==> src/sirq_defines.vh <==
// Operation
// RQ1: ch2 irq9 enable plus full flag requests irq9
// RQ2: ch2 irq6 enable bit0 routes full to irq6
// RQ3: enables clear on 0 write, resets, flag drop
// RQ4: enable sets only by 1 after reading 0
// RQ5: ch3 direct bit7 selects enable-only request rule
// RQ6: ch4 direct bit6 selects enable-only request rule
// RQ7: ch4 bits5..1 route to irq11,10,9,6,smi
// RQ8: direct mode enable requests regardless of flag
// RQ9: polarity select swaps hi-z and low output
// RQ10: bidir code picks none, smi or irq n
// RQ11: serial port code uses same irq coding
// RQ12: ch4b enable bit7 requests via bidir code
// RQ13: sixteen bit serial port host address register
// RQ14: software keeps address fixed while port enabled
// RQ15: software keeps channel addresses distinct from port
// RQ16: software keeps reserved bits at zero
// RQ17: ch2 direct bit selects enable-only request rule
// RQ18: per-line request is or of routed sources
`ifndef SIRQ_DEFINES_VH
`define SIRQ_DEFINES_VH

// ---------------------------------------------------------------
// register byte offsets
// ---------------------------------------------------------------
`define SIRQ_OFS_CTRL1   8'h00
`define SIRQ_OFS_CTRL2   8'h04
`define SIRQ_OFS_POL3    8'h08
`define SIRQ_OFS_SRC4    8'h0C
`define SIRQ_OFS_CTRL5   8'h10
`define SIRQ_OFS_ADRH    8'h14
`define SIRQ_OFS_ADRL    8'h18
`define SIRQ_OFS_STAT    8'h1C
`define SIRQ_OFS_IEN     8'h20
`define SIRQ_OFS_ICLR    8'h24
`define SIRQ_OFS_FLAGS   8'h28

// ---------------------------------------------------------------
// field positions
// ---------------------------------------------------------------
`define SIRQ_BIT_DIR2    5
`define SIRQ_BIT_DIR3    7
`define SIRQ_BIT_DIR4    6
`define SIRQ_BIT_EN4B    7

// ---------------------------------------------------------------
// reset values
// ---------------------------------------------------------------
`define SIRQ_RST_ADRH    8'h03
`define SIRQ_RST_ADRL    8'hF8
`define SIRQ_RST_BYTE    8'h00

// ---------------------------------------------------------------
// serial frame timing, in link clock edges
// ---------------------------------------------------------------
`define SIRQ_START_MIN   4'h4
`define SIRQ_PH_SAMPLE   2'h0
`define SIRQ_PH_RECOV    2'h1
`define SIRQ_PH_TURN     2'h2
`define SIRQ_SLOT_PRE    5'h1F

`endif

==> src/sirq_ctrl.v <==
`timescale 1ns/1ps
`default_nettype none
`include "sirq_defines.vh"
module sirq_ctrl #(
	parameter SLOTS = 16
) (
	input  wire        clk_i,
	input  wire        rst_i,
	input  wire        wb_cyc_i,
	input  wire        wb_stb_i,
	input  wire        wb_we_i,
	input  wire [7:0]  wb_adr_i,
	input  wire [3:0]  wb_sel_i,
	input  wire [31:0] wb_dat_i,
	output reg  [31:0] wb_dat_o,
	output reg         wb_ack_o,
	input  wire        ch2_out_full_flag_i,
	input  wire        ch4a_out_full_flag_i,
	input  wire        ch4b_out_full_flag_i,
	input  wire        serial_port_irq_req_i,
	input  wire        lpc_sw_reset_i,
	input  wire        lpc_reset_n_i,
	input  wire        lclk_i,
	input  wire        serirq_i,
	output reg         serirq_o,
	output reg         serirq_oe_o,
	output reg  [15:0] host_irq_req_o,
	output reg  [15:0] serial_port_addr_o,
	output reg         ch3_direct_mode_o,
	output reg         irq_o
);

// ---------------------------------------------------------------
// code decoding, shared by both selectable sources
// ---------------------------------------------------------------
function [15:0] code_vec;
	input [3:0] code;
	begin
		if (code == 4'h0)
			code_vec = 16'h0000;
		else
			code_vec = 16'h0001 << code;
	end
endfunction

// ---------------------------------------------------------------
// pin synchronisers
// ---------------------------------------------------------------
// lclk, the serial line and link reset are pins: two flops first
reg lclk_s1;
reg lclk_s2;
reg lclk_s3;
reg sirq_s1;
reg sirq_s2;
reg lrst_s1;
reg lrst_s2;

always @(posedge clk_i) begin
	if (rst_i) begin
		lclk_s1 <= 1'b0;
		lclk_s2 <= 1'b0;
		lclk_s3 <= 1'b0;
		sirq_s1 <= 1'b1;
		sirq_s2 <= 1'b1;
		lrst_s1 <= 1'b1;
		lrst_s2 <= 1'b1;
	end else begin
		lclk_s1 <= lclk_i;
		lclk_s2 <= lclk_s1;
		lclk_s3 <= lclk_s2;
		sirq_s1 <= serirq_i;
		sirq_s2 <= sirq_s1;
		lrst_s1 <= lpc_reset_n_i;
		lrst_s2 <= lrst_s1;
	end
end

wire lclk_rise = lclk_s2 & ~lclk_s3;
// either link reset clears the enables, as does the local reset
wire lpc_rst   = rst_i | ~lrst_s2 | lpc_sw_reset_i;

// ---------------------------------------------------------------
// wishbone slave
// ---------------------------------------------------------------
// effects happen on the edge where ack is sampled high
// one wait state: registered ack keeps read data settled
wire bus_req = wb_cyc_i & wb_stb_i;
wire wr_acc  = bus_req & wb_ack_o & wb_we_i & wb_sel_i[0];
wire rd_acc  = bus_req & wb_ack_o & ~wb_we_i;
wire [7:0] d = wb_dat_i[7:0];

reg  [7:0] en;
reg  [7:0] arm;
reg        dir2;
reg        dir4;
reg  [7:0] pol;
reg  [3:0] bidir_irq_code;
reg  [3:0] serial_port_irq_code;
reg  [3:0] st;
reg  [3:0] ien;
reg  [7:0] rd_mux;

always @* begin
	rd_mux = 8'h00;
	if (wb_adr_i == `SIRQ_OFS_CTRL1)
		rd_mux = {2'b00, dir2, 3'b000, en[1:0]};
	else if (wb_adr_i == `SIRQ_OFS_CTRL2)
		rd_mux = {ch3_direct_mode_o, dir4, en[6:2], 1'b0};
	else if (wb_adr_i == `SIRQ_OFS_POL3)
		rd_mux = pol;
	else if (wb_adr_i == `SIRQ_OFS_SRC4)
		rd_mux = {bidir_irq_code, serial_port_irq_code};
	else if (wb_adr_i == `SIRQ_OFS_CTRL5)
		rd_mux = {en[7], 7'h00};
	else if (wb_adr_i == `SIRQ_OFS_ADRH)
		rd_mux = serial_port_addr_o[15:8];
	else if (wb_adr_i == `SIRQ_OFS_ADRL)
		rd_mux = serial_port_addr_o[7:0];
	else if (wb_adr_i == `SIRQ_OFS_STAT)
		rd_mux = {4'h0, st};
	else if (wb_adr_i == `SIRQ_OFS_IEN)
		rd_mux = {4'h0, ien};
	else if (wb_adr_i == `SIRQ_OFS_FLAGS)
		rd_mux = {5'h00, ch4b_out_full_flag_i,
			ch4a_out_full_flag_i, ch2_out_full_flag_i};
end

always @(posedge clk_i) begin
	if (rst_i) begin
		wb_ack_o <= 1'b0;
		wb_dat_o <= 32'h00000000;
	end else begin
		wb_ack_o <= bus_req & ~wb_ack_o;
		if (bus_req & ~wb_ack_o)
			wb_dat_o <= {24'h000000, rd_mux};
		else
			wb_dat_o <= 32'h00000000;
	end
end

// ---------------------------------------------------------------
// plain control registers
// ---------------------------------------------------------------
always @(posedge clk_i) begin
	if (rst_i) begin
		dir2                 <= 1'b0;
		dir4                 <= 1'b0;
		ch3_direct_mode_o    <= 1'b0;
		pol                  <= `SIRQ_RST_BYTE;
		bidir_irq_code       <= 4'h0;
		serial_port_irq_code <= 4'h0;
		serial_port_addr_o   <= {`SIRQ_RST_ADRH, `SIRQ_RST_ADRL};
		ien                  <= 4'h0;
	end else if (wr_acc) begin
		if (wb_adr_i == `SIRQ_OFS_CTRL1) begin
			dir2 <= d[`SIRQ_BIT_DIR2]; // RQ17
		end else if (wb_adr_i == `SIRQ_OFS_CTRL2) begin
			ch3_direct_mode_o <= d[`SIRQ_BIT_DIR3]; // RQ5
			dir4              <= d[`SIRQ_BIT_DIR4]; // RQ6
		end else if (wb_adr_i == `SIRQ_OFS_POL3) begin
			pol <= d; // RQ9
		end else if (wb_adr_i == `SIRQ_OFS_SRC4) begin
			bidir_irq_code       <= d[7:4]; // RQ10
			serial_port_irq_code <= d[3:0]; // RQ11
		end else if (wb_adr_i == `SIRQ_OFS_ADRH) begin
			serial_port_addr_o[15:8] <= d; // RQ13
		end else if (wb_adr_i == `SIRQ_OFS_ADRL) begin
			serial_port_addr_o[7:0] <= d; // RQ13
		end else if (wb_adr_i == `SIRQ_OFS_IEN) begin
			ien <= d[3:0];
		end
	end
end

// ---------------------------------------------------------------
// channel enables
// ---------------------------------------------------------------
// bit map: 0 ch2 irq6, 1 ch2 irq9, 2 ch4 smi, 3 ch4 irq6,
// 4 ch4 irq9, 5 ch4 irq10, 6 ch4 irq11, 7 ch4b
reg f2_d;
reg f4a_d;
reg f4b_d;

always @(posedge clk_i) begin
	if (rst_i) begin
		f2_d  <= 1'b0;
		f4a_d <= 1'b0;
		f4b_d <= 1'b0;
	end else begin
		f2_d  <= ch2_out_full_flag_i;
		f4a_d <= ch4a_out_full_flag_i;
		f4b_d <= ch4b_out_full_flag_i;
	end
end

wire [7:0] src_flag = {ch4b_out_full_flag_i, {5{ch4a_out_full_flag_i}},
	{2{ch2_out_full_flag_i}}};
wire [7:0] src_prev = {f4b_d, {5{f4a_d}}, {2{f2_d}}};
wire [7:0] src_dir  = {{6{dir4}}, {2{dir2}}};
wire [7:0] src_fall = src_prev & ~src_flag;

wire [7:0] reg_mask =
	(wb_adr_i == `SIRQ_OFS_CTRL1) ? 8'h03 :
	(wb_adr_i == `SIRQ_OFS_CTRL2) ? 8'h7C :
	(wb_adr_i == `SIRQ_OFS_CTRL5) ? 8'h80 : 8'h00;
// the three registers hold disjoint slices of the same vector
wire [7:0] wr_val   = {d[`SIRQ_BIT_EN4B], d[5:1], d[1:0]};
wire [7:0] wr_mask  = reg_mask & {8{wr_acc}};
wire [7:0] rd_mask  = reg_mask & {8{rd_acc}};

wire [7:0] active;

genvar gi;
generate
	for (gi = 0; gi < 8; gi = gi + 1) begin : g_en
		always @(posedge clk_i) begin
			if (rst_i) begin
				arm[gi] <= 1'b0;
			end else if (rd_mask[gi]) begin
				arm[gi] <= ~en[gi]; // RQ4
			end else if (wr_mask[gi]) begin
				arm[gi] <= 1'b0;
			end
		end
		always @(posedge clk_i) begin
			if (lpc_rst) begin
				en[gi] <= 1'b0; // RQ3
			end else if (wr_mask[gi] & wr_val[gi] & arm[gi]) begin
				en[gi] <= 1'b1; // RQ4
			end else if (wr_mask[gi] & ~wr_val[gi]) begin
				en[gi] <= 1'b0; // RQ3
			end else if (src_fall[gi] & ~src_dir[gi]) begin
				en[gi] <= 1'b0; // RQ3
			end
		end
		// direct mode needs only the enable
		assign active[gi] = en[gi] & (src_dir[gi] | src_flag[gi]); // RQ8
	end
endgenerate

// ---------------------------------------------------------------
// request routing
// ---------------------------------------------------------------
reg [15:0] next_req;

always @* begin
	next_req = 16'h0000;
	next_req[6]  = active[0] | active[3]; // RQ2 RQ7
	next_req[9]  = active[1] | active[4]; // RQ1 RQ7
	next_req[2]  = active[2]; // RQ7
	next_req[10] = active[5]; // RQ7
	next_req[11] = active[6]; // RQ7
	next_req = next_req
		| (code_vec(bidir_irq_code) & {16{active[7]}}) // RQ12
		| (code_vec(serial_port_irq_code)
		& {16{serial_port_irq_req_i}}); // RQ11 RQ18
end

// only lines 15,14,13,8,7,5,4,3 have a selectable polarity
wire [15:0] pol16 = {pol[7:5], 4'h0, pol[4:3], 1'b0, pol[2:0], 3'h0};

always @(posedge clk_i) begin
	if (rst_i)
		host_irq_req_o <= 16'h0000;
	else
		host_irq_req_o <= next_req; // RQ18
end

// ---------------------------------------------------------------
// serial frame engine
// ---------------------------------------------------------------
localparam [2:0] S_IDLE  = 3'b001;
localparam [2:0] S_START = 3'b010;
localparam [2:0] S_SLOT  = 3'b100;

reg [2:0] state;
reg [3:0] low_cnt;
reg [4:0] slot;
reg [1:0] phase;
reg       frame_done;

wire [4:0] slot_nx  = slot + 5'h01;
// pin is driven low when request and polarity disagree
wire       drive_lo = host_irq_req_o[slot_nx[3:0]] ^ pol16[slot_nx[3:0]];

always @(posedge clk_i) begin
	if (rst_i) begin
		state       <= S_IDLE;
		low_cnt     <= 4'h0;
		slot        <= `SIRQ_SLOT_PRE;
		phase       <= `SIRQ_PH_TURN;
		serirq_o    <= 1'b1;
		serirq_oe_o <= 1'b0;
		frame_done  <= 1'b0;
	end else begin
		frame_done <= 1'b0;
		if (lclk_rise) begin
			case (state)
			S_IDLE: begin
				serirq_oe_o <= 1'b0;
				if (~sirq_s2) begin
					low_cnt <= 4'h1;
					state   <= S_START;
				end
			end
			S_START: begin
				if (~sirq_s2) begin
					if (low_cnt != 4'hF)
						low_cnt <= low_cnt + 4'h1;
				end else if (low_cnt >= `SIRQ_START_MIN) begin
					slot  <= `SIRQ_SLOT_PRE;
					phase <= `SIRQ_PH_TURN;
					state <= S_SLOT;
				end else begin
					state <= S_IDLE;
				end
			end
			S_SLOT: begin
				if (phase == `SIRQ_PH_TURN) begin
					serirq_oe_o <= 1'b0;
					if (slot == SLOTS - 1) begin
						frame_done <= 1'b1;
						state      <= S_IDLE;
					end else begin
						slot        <= slot_nx;
						phase       <= `SIRQ_PH_SAMPLE;
						serirq_o    <= 1'b0;
						serirq_oe_o <= drive_lo; // RQ9 RQ18
					end
				end else if (phase == `SIRQ_PH_SAMPLE) begin
					// drive high one edge so the line recovers fast
					serirq_o <= 1'b1;
					phase    <= `SIRQ_PH_RECOV;
				end else begin
					serirq_oe_o <= 1'b0;
					phase       <= `SIRQ_PH_TURN;
				end
			end
			default: begin
				state       <= S_IDLE;
				serirq_oe_o <= 1'b0;
			end
			endcase
		end
	end
end

// ---------------------------------------------------------------
// local interrupt
// ---------------------------------------------------------------
// irq_o trails the status bits by one cycle
wire [3:0] ev = {frame_done,
	ch4b_out_full_flag_i & ~f4b_d,
	ch4a_out_full_flag_i & ~f4a_d,
	ch2_out_full_flag_i & ~f2_d};
wire [3:0] clr = (wr_acc && wb_adr_i == `SIRQ_OFS_ICLR) ?
	d[3:0] : 4'h0;

always @(posedge clk_i) begin
	if (rst_i) begin
		st    <= 4'h0;
		irq_o <= 1'b0;
	end else begin
		// a new event beats a clear in the same cycle
		st    <= (st & ~clr) | ev;
		irq_o <= |(st & ien);
	end
end

endmodule // sirq_ctrl
`default_nettype wire

==> config.mk <==
export PLATFORM = sky130hd
export DESIGN_NAME = sirq_ctrl
export DESIGN_NICKNAME = d
export VERILOG_FILES = /design/src/sirq_ctrl.v
export VERILOG_INCLUDE_DIRS = /design/src
export SDC_FILE = /design/constraint.sdc
export NUM_CORES = 1
export LEC_CHECK = 0
export BUFFER_PORTS_ARGS = -buffer_cell sky130_fd_sc_hd__buf_2
export CAP_MARGIN = 20
export CORE_MARGIN = 10
export CORE_UTILIZATION = 43
export DETAILED_ROUTE_END_ITERATION = 6
export PLACE_DENSITY_LB_ADDON = 0.08
export SYNTH_ARGS = -nofsm -noshare
export SYNTH_HDL_FRONTEND = slang
export SYNTH_SLANG_ARGS = --single-unit
==> constraint.sdc <==
create_clock -name clk_i -period 6.44 [get_ports clk_i]
set_clock_uncertainty 0.1 [all_clocks]
set_input_delay 1.288 -clock clk_i [delete_from_list [all_inputs] [get_ports clk_i]]
set_output_delay 1.288 -clock clk_i [all_outputs]
set_load 0.005 [all_outputs]
==> Yosys cells after proc, flatten, opt, wreduce, memory -nomap -nowiden <==
Cells that the tools add are included.
{ "word_totals": {"wordCells": 317, "in_bits": 57, "register_bits": 136, "output_inout_bits": 69} }
{ "classes": {"eq_ne": 27, "n_reduce_logical": 41, "n_addsub": 2, "n_bitwise": 105, "order_cmp": 2, "n_mux": 89, "shifts": 2} }
{ "op_table": {"columns": ["cell", "n"], "rows": [
  ["two-way mux 8 bit", 9],
  ["bitwise AND 1 bit", 50],
  ["two-way mux 1 bit", 49],
  ["NOT 1 bit", 35],
  ["bitwise AND 16 bit", 2],
  ["== test 8 x 5 -> 1 bit, second input constant", 4],
  ["two-way mux 16 bit", 2],
  ["<< shifter 1 x 4 -> 16 bit, first input constant", 2],
  ["bitwise AND 8 bit", 3],
  ["== test 8 x 6 -> 1 bit, second input constant", 3],
  ["two-way mux 4 bit", 6],
  ["nonzero test 3 bit", 8],
  ["nonzero test 2 bit", 11],
  ["two-way mux 5 bit", 4],
  ["AND reduction 5 bit", 4],
  ["two-way mux 3 bit", 6],
  ["inequality test 2 bit, second input constant", 9],
  ["== test 8 x 4 -> 1 bit, second input constant", 2],
  ["bitwise OR 12 x 16 -> 16 bit", 1],
  ["bitwise OR 16 bit", 1],
  ["AND reduction 6 bit", 2],
  ["two-way mux 2 bit", 5],
  ["one-hot mux 5 bit (2 select lines)", 1],
  ["one-hot mux 3 bit (3 select lines)", 1],
  ["other kinds (35)", 48]
]} }

==> Depth between registers and ports, before layout <==
{ "logic_depth": {"ltp_word": 11, "ltp_mapped": 8, "ltp_nobuf": 8} }

==> Least setup slack after synthesis <==
No wires, ideal clock.
{ "synth_path": {"path_kind": "input -> register", "start": "input wb_adr_i[7]", "end": "register serial_port_addr_o[8]", "n_path_buf": 1, "stages": 5, "arrival_ns": 2.664, "t_required_ns": 6.211, "setup_ns": 0.129, "slack_ns": 3.547, "path_cell_list": "or4b_1 buf_2 nor3_4 mux2i_1 nand2_1"} }
{ "synth_via": {"elab_chain_len": 3, "elab_cells_between_ends": 10, "cone_classes": "eq/ne: 4; bitwise: 4; reduce/logical: 2"} }
{ "synth_lines": {"columns": ["item", "line", "rtl"], "rows": [
  ["start: declaration", "sirq_ctrl.v:12", "input wire [7:0] wb_adr_i,"],
  ["== test 8 x 3 -> 1 bit (no line) (tied with other cells)", null, null],
  ["NOT 1 bit (no line)", null, null],
  ["AND reduction 6 bit (no line) *", null, null],
  ["end signal: assignment", "sirq_ctrl.v:152", "serial_port_addr_o <= {`SIRQ_RST_ADRH, `SIRQ_RST_ADRL};"],
  ["end: declaration", "sirq_ctrl.v:28", "output reg [15:0] serial_port_addr_o,"]
]} }
Mark *: on every way between the ends. The rest lies on a longest branch, timed or not.
A chain may end at the register's enable or synchronous reset.

==> Worst setup path in the final report <==
{ "layout_path": {"start": "input wb_adr_i[4]", "end": "register bidir_irq_code[2]"} }
{ "layout_via": {"elab_chain_len": 3, "elab_cells_between_ends": 8, "cone_classes": "eq/ne: 3; bitwise: 3; reduce/logical: 2"} }
{ "layout_lines": {"columns": ["item", "line", "rtl"], "rows": [
  ["== test 8 x 3 -> 1 bit (no line) (tied with other cells)", null, null],
  ["NOT 1 bit (no line)", null, null],
  ["AND reduction 5 bit (no line) *", null, null],
  ["end signal: assignment", "sirq_ctrl.v:163", "bidir_irq_code <= d[7:4];"],
  ["end: declaration", "sirq_ctrl.v:97", "reg [3:0] bidir_irq_code;"]
]} }
Marked as above.

==> key figures <==
Floorplanning
  – Starting density of the core: 44.4%
  – Row cnt: 40
  – Die outline width: about 130 um
  – Die area: ~0.017 mm2
  – Io pins: ~130
  – Chip height: ~130 um
  – CORE AREA: ~0.012 mm2

Power and ir drop
  – Leak pwr: around 2.3 nW
  – Worst vdd ir: between 0.15 and 0.2 mV
  – Power Total: approximately 1.3 mW
  – Power Density: between 200 and 250 mW/mm2

Clocking
  – Post-CTS setup buffers: 0
  – Clock slew seen by the registers of the worst setup and hold paths: roughly 0.07 ns
  – CTS Buf Count: 9
  – CTS HTree Levels: 3
  – Clock tree from TritonCTS: built
  – CTS Buffer Depth: 2
  – Post-cts sizing count: 0
  – Clk_lat worst skew: between 0.3 and 0.4 ns
  – Sink Count: around 110
  – Clock root buffer: clkbuf_16
  – CTS hold repair buffers: 0

Drt
  – WL per Instance: between 15 and 20 um
  – # DRC: 0
  – Vias: between 4000 and 5000
  – Drt initial violations: between 300 and 400
  – Drt total wl: 15700 um
  – Detail Route Antenna Nets: 0
  – Vias/cell: roughly 5.6
  – Drt first pass iters: 5

Timing
  – Slew margin rel.: 44.0%
  – Setup TNS: 0 ns
  – Final hold viol count: 0
  – RSZ-0062 raised after global routing: no
  – Worst hold slack: between 0.3 and 0.4 ns
  – Fin crit period: about 3.5 ns
  – Worst Max-Slew Pin Slew: ~0.84 ns
  – Fin. max-slew vios: 0
  – Final setup viols: 0
  – Tcrit/Tclk final: between 50% and 60%
  – FMAX: between 0.2 and 0.3 GHz

Cells and area
  – Ant diodes: 0
  – Nets: ~750
  – Fillers: 1191
  – Area delta synth->final: 12.3%
  – Share of cells above drive strength 1: 15.9%
  – Final Util: 49.8%

Critical path
  – Worst Setup Start Kind: primary input
  – Worst Setup Path Type: in2reg
  – Max FO, Critical Path: 17
  – R2R cell count: 8
  – CP Data Arrival Time: around 3.6 ns
  – Worst-path cell chain: buf_2 > or4_1 > nor3_2 > nand2_1 > nand2_1 > a21oi_1
  – Crit. End Element: flop
  – Required time worst endpoint: roughly 6.6 ns
  – Most common cell type on the critical path: nand2_1
  – Largest stage delay, worst path: between 0.7 and 0.8 ns
  – Slowest cell on crit path: nor3_2

Logic synthesis
  – Top FF cell, synth: dfxtp_1
  – Syn Inst Count: approximately 630
  – Yosys reg bits: roughly 110
  – Post-Synthesis Cell Area: between 0.005 and 0.006 mm2
  – Synthesized area per cell: between 8 and 9 um2
  – Ys async rst share: 0%
  – Ys Warns: 0
  – Netlist cell types: around 60
  – EDFF count, synth: 0
  – Register area share after synthesis: approximately two fifths

Global routing
  – Vias in the first global route: 4491
  – Final global-route overflow total: 0
  – Largest net degree at the start of global routing: 54
  – Initial antenna violation count: 0
  – First-pass GRT wire length: roughly 24000 um
  – Total GRT Usage: approximately 17%

Placed design
  – Hpwl dp: 11800 um
  – Final GP Congestion: approximately 0.93
  – Port Buf Inserts: 74

Job
  – Max Cap Viol: 0

Run status
  – Outcome: complete, no violations

Worst hold path
  – Worst hold stages: 1
  – Hold WC Path Type: reg2reg
[per-stage QoR]
stage               instances  instance area [um2]  setup WS, ns
floorplan                 650                 5470          3.55
global placement          841                 5760          2.68
detailed placement        841                 5760          2.64
CTS                       857                 6030          3.03
global route              858                 6040          2.82
finish                    858                 6040          2.94
[path summary, 6_finish.rpt]
path | start | to | slack, ns
worst max-delay path | wb_adr_i[4] | bidir_irq_code[2] | 2.94
worst min-delay path | sirq_s1 | sirq_s2 | 0.31
worst max register to register | slot[0] | slot[2] | 3.80
worst min register to register | sirq_s1 | sirq_s2 | 0.31
[cells by family (layout without fill, tap and decap cells)]
kind of cell / Yosys count / in the layout / share of synthesized area [%]
AND/OR/NAND/NOR: 265 / 265 / 24.5
AO/OA/AOI/OAI: 136 / 136 / 16.8
flip-flops: 112 / 112 / 41.7
buffers and inverters: 64 / 104 / 6.40
multiplexers: 40 / 40 / 9.07
XOR/XNOR: 5 / 5 / 0.814
adder cells (fa/ha/maj): 3 / 3 / 0.698
other: 1 / 25 / 0.0697
[routing by layer]
| metal | GRT usage, % | wire (um) | vias to the layer above | part of all wire, % |
|---|---|---|---|---|
| met5 | 0 | 0 | - | 0 |
| met4 | 5.25 | 203 | 0 | 1.3 |
| met3 | 5.18 | 1230 | 16 | 7.8 |
| met2 | 27.1 | 7200 | 172 | 46 |
| met1 | 22.4 | 7100 | 2278 | 45 |
| li1 | - | - | 2309 | - |
[state kept, by name, summed over array words and instances, names as in the netlist, 4 cells and up]
name and cells:
wb_dat_o 8, st 4, arm 8, low_cnt 4, host_irq_req_o 16, serial_port_addr_o 16
code_vec.code 4, ien 4, en 8, pol 8, bidir_irq_code 4, slot 5
[synth_stat cells, types with 4 or more instances]
| cell | count | area [um2] |
|---|---|---|
| dfxtp_1 | 112 | 2240 |
| nor2_1 | 81 | 304 |
| nand2_1 | 74 | 278 |
| a21oi_1 | 39 | 195 |
| mux2i_1 | 33 | 330 |
| buf_4 | 24 | 180 |
| o21ai_0 | 23 | 115 |
| nand3_1 | 22 | 110 |
| nor2b_1 | 22 | 138 |
| clkbuf_1 | 21 | 78.8 |
| a22oi_1 | 20 | 150 |
| nor3_1 | 12 | 60.1 |
| inv_1 | 11 | 41.3 |
| a32oi_1 | 9 | 78.8 |
| or2_2 | 9 | 56.3 |
| a2bb2oi_1 | 7 | 61.3 |
| nor3b_1 | 7 | 52.6 |
| o22ai_1 | 6 | 37.5 |
| buf_2 | 5 | 25.0 |
| nand2b_1 | 4 | 25.0 |
| nor3_2 | 4 | 40.0 |
| o211ai_1 | 4 | 30.0 |
| xnor2_1 | 4 | 35.0 |
[worst max-delay path, delay by kind of cell]
family	cells	cell delay (ns)
AOI/OAI and AO/OA	1	0.07
buffers and inverters	1	0.21
and+or+nand+nor	4	2.03
[where the power goes]
group / switching [mW] / internal [mW] / leakage (nW)
logic: 0.0531 / 0.0224 / 1.29
registers: 0.00354 / 0.697 / 0.906
clock network: 0.254 / 0.274 / 0.123
[cells in the final DEF (no fill, tap or decap), types with 6 or more instances in the layout]
cell | synthesis | layout
buf_2 | 5 | 74
dfxtp_1 | 112 | 112
inv_1 | 11 | 11
nand3_1 | 22 | 22
a2bb2oi_1 | 7 | 7
nor3b_1 | 7 | 7
nand2_1 | 74 | 74
a22oi_1 | 20 | 20
a21oi_1 | 39 | 39
clkbuf_16 | 0 | 9
conb_1 | 1 | 25
o21ai_0 | 23 | 23
o22ai_1 | 6 | 6
a32oi_1 | 9 | 9
mux2i_1 | 33 | 33
nor2b_1 | 22 | 22
nor2_1 | 81 | 81
or2_2 | 9 | 9
nor3_1 | 12 | 12
[area by class of cell]
class	instances	area (um2)	area share, %
multi-input cells	474	2880	47.7
well taps	168	210	3.48
inverters	11	41.3	0.684
repair buffers	77	393	6.51
flip-flops and latches	112	2240	37.1
clock buffers	14	254	4.21
clock inverters	2	15.0	0.249
No activity file was read; power rests on OpenSTA's default activity.
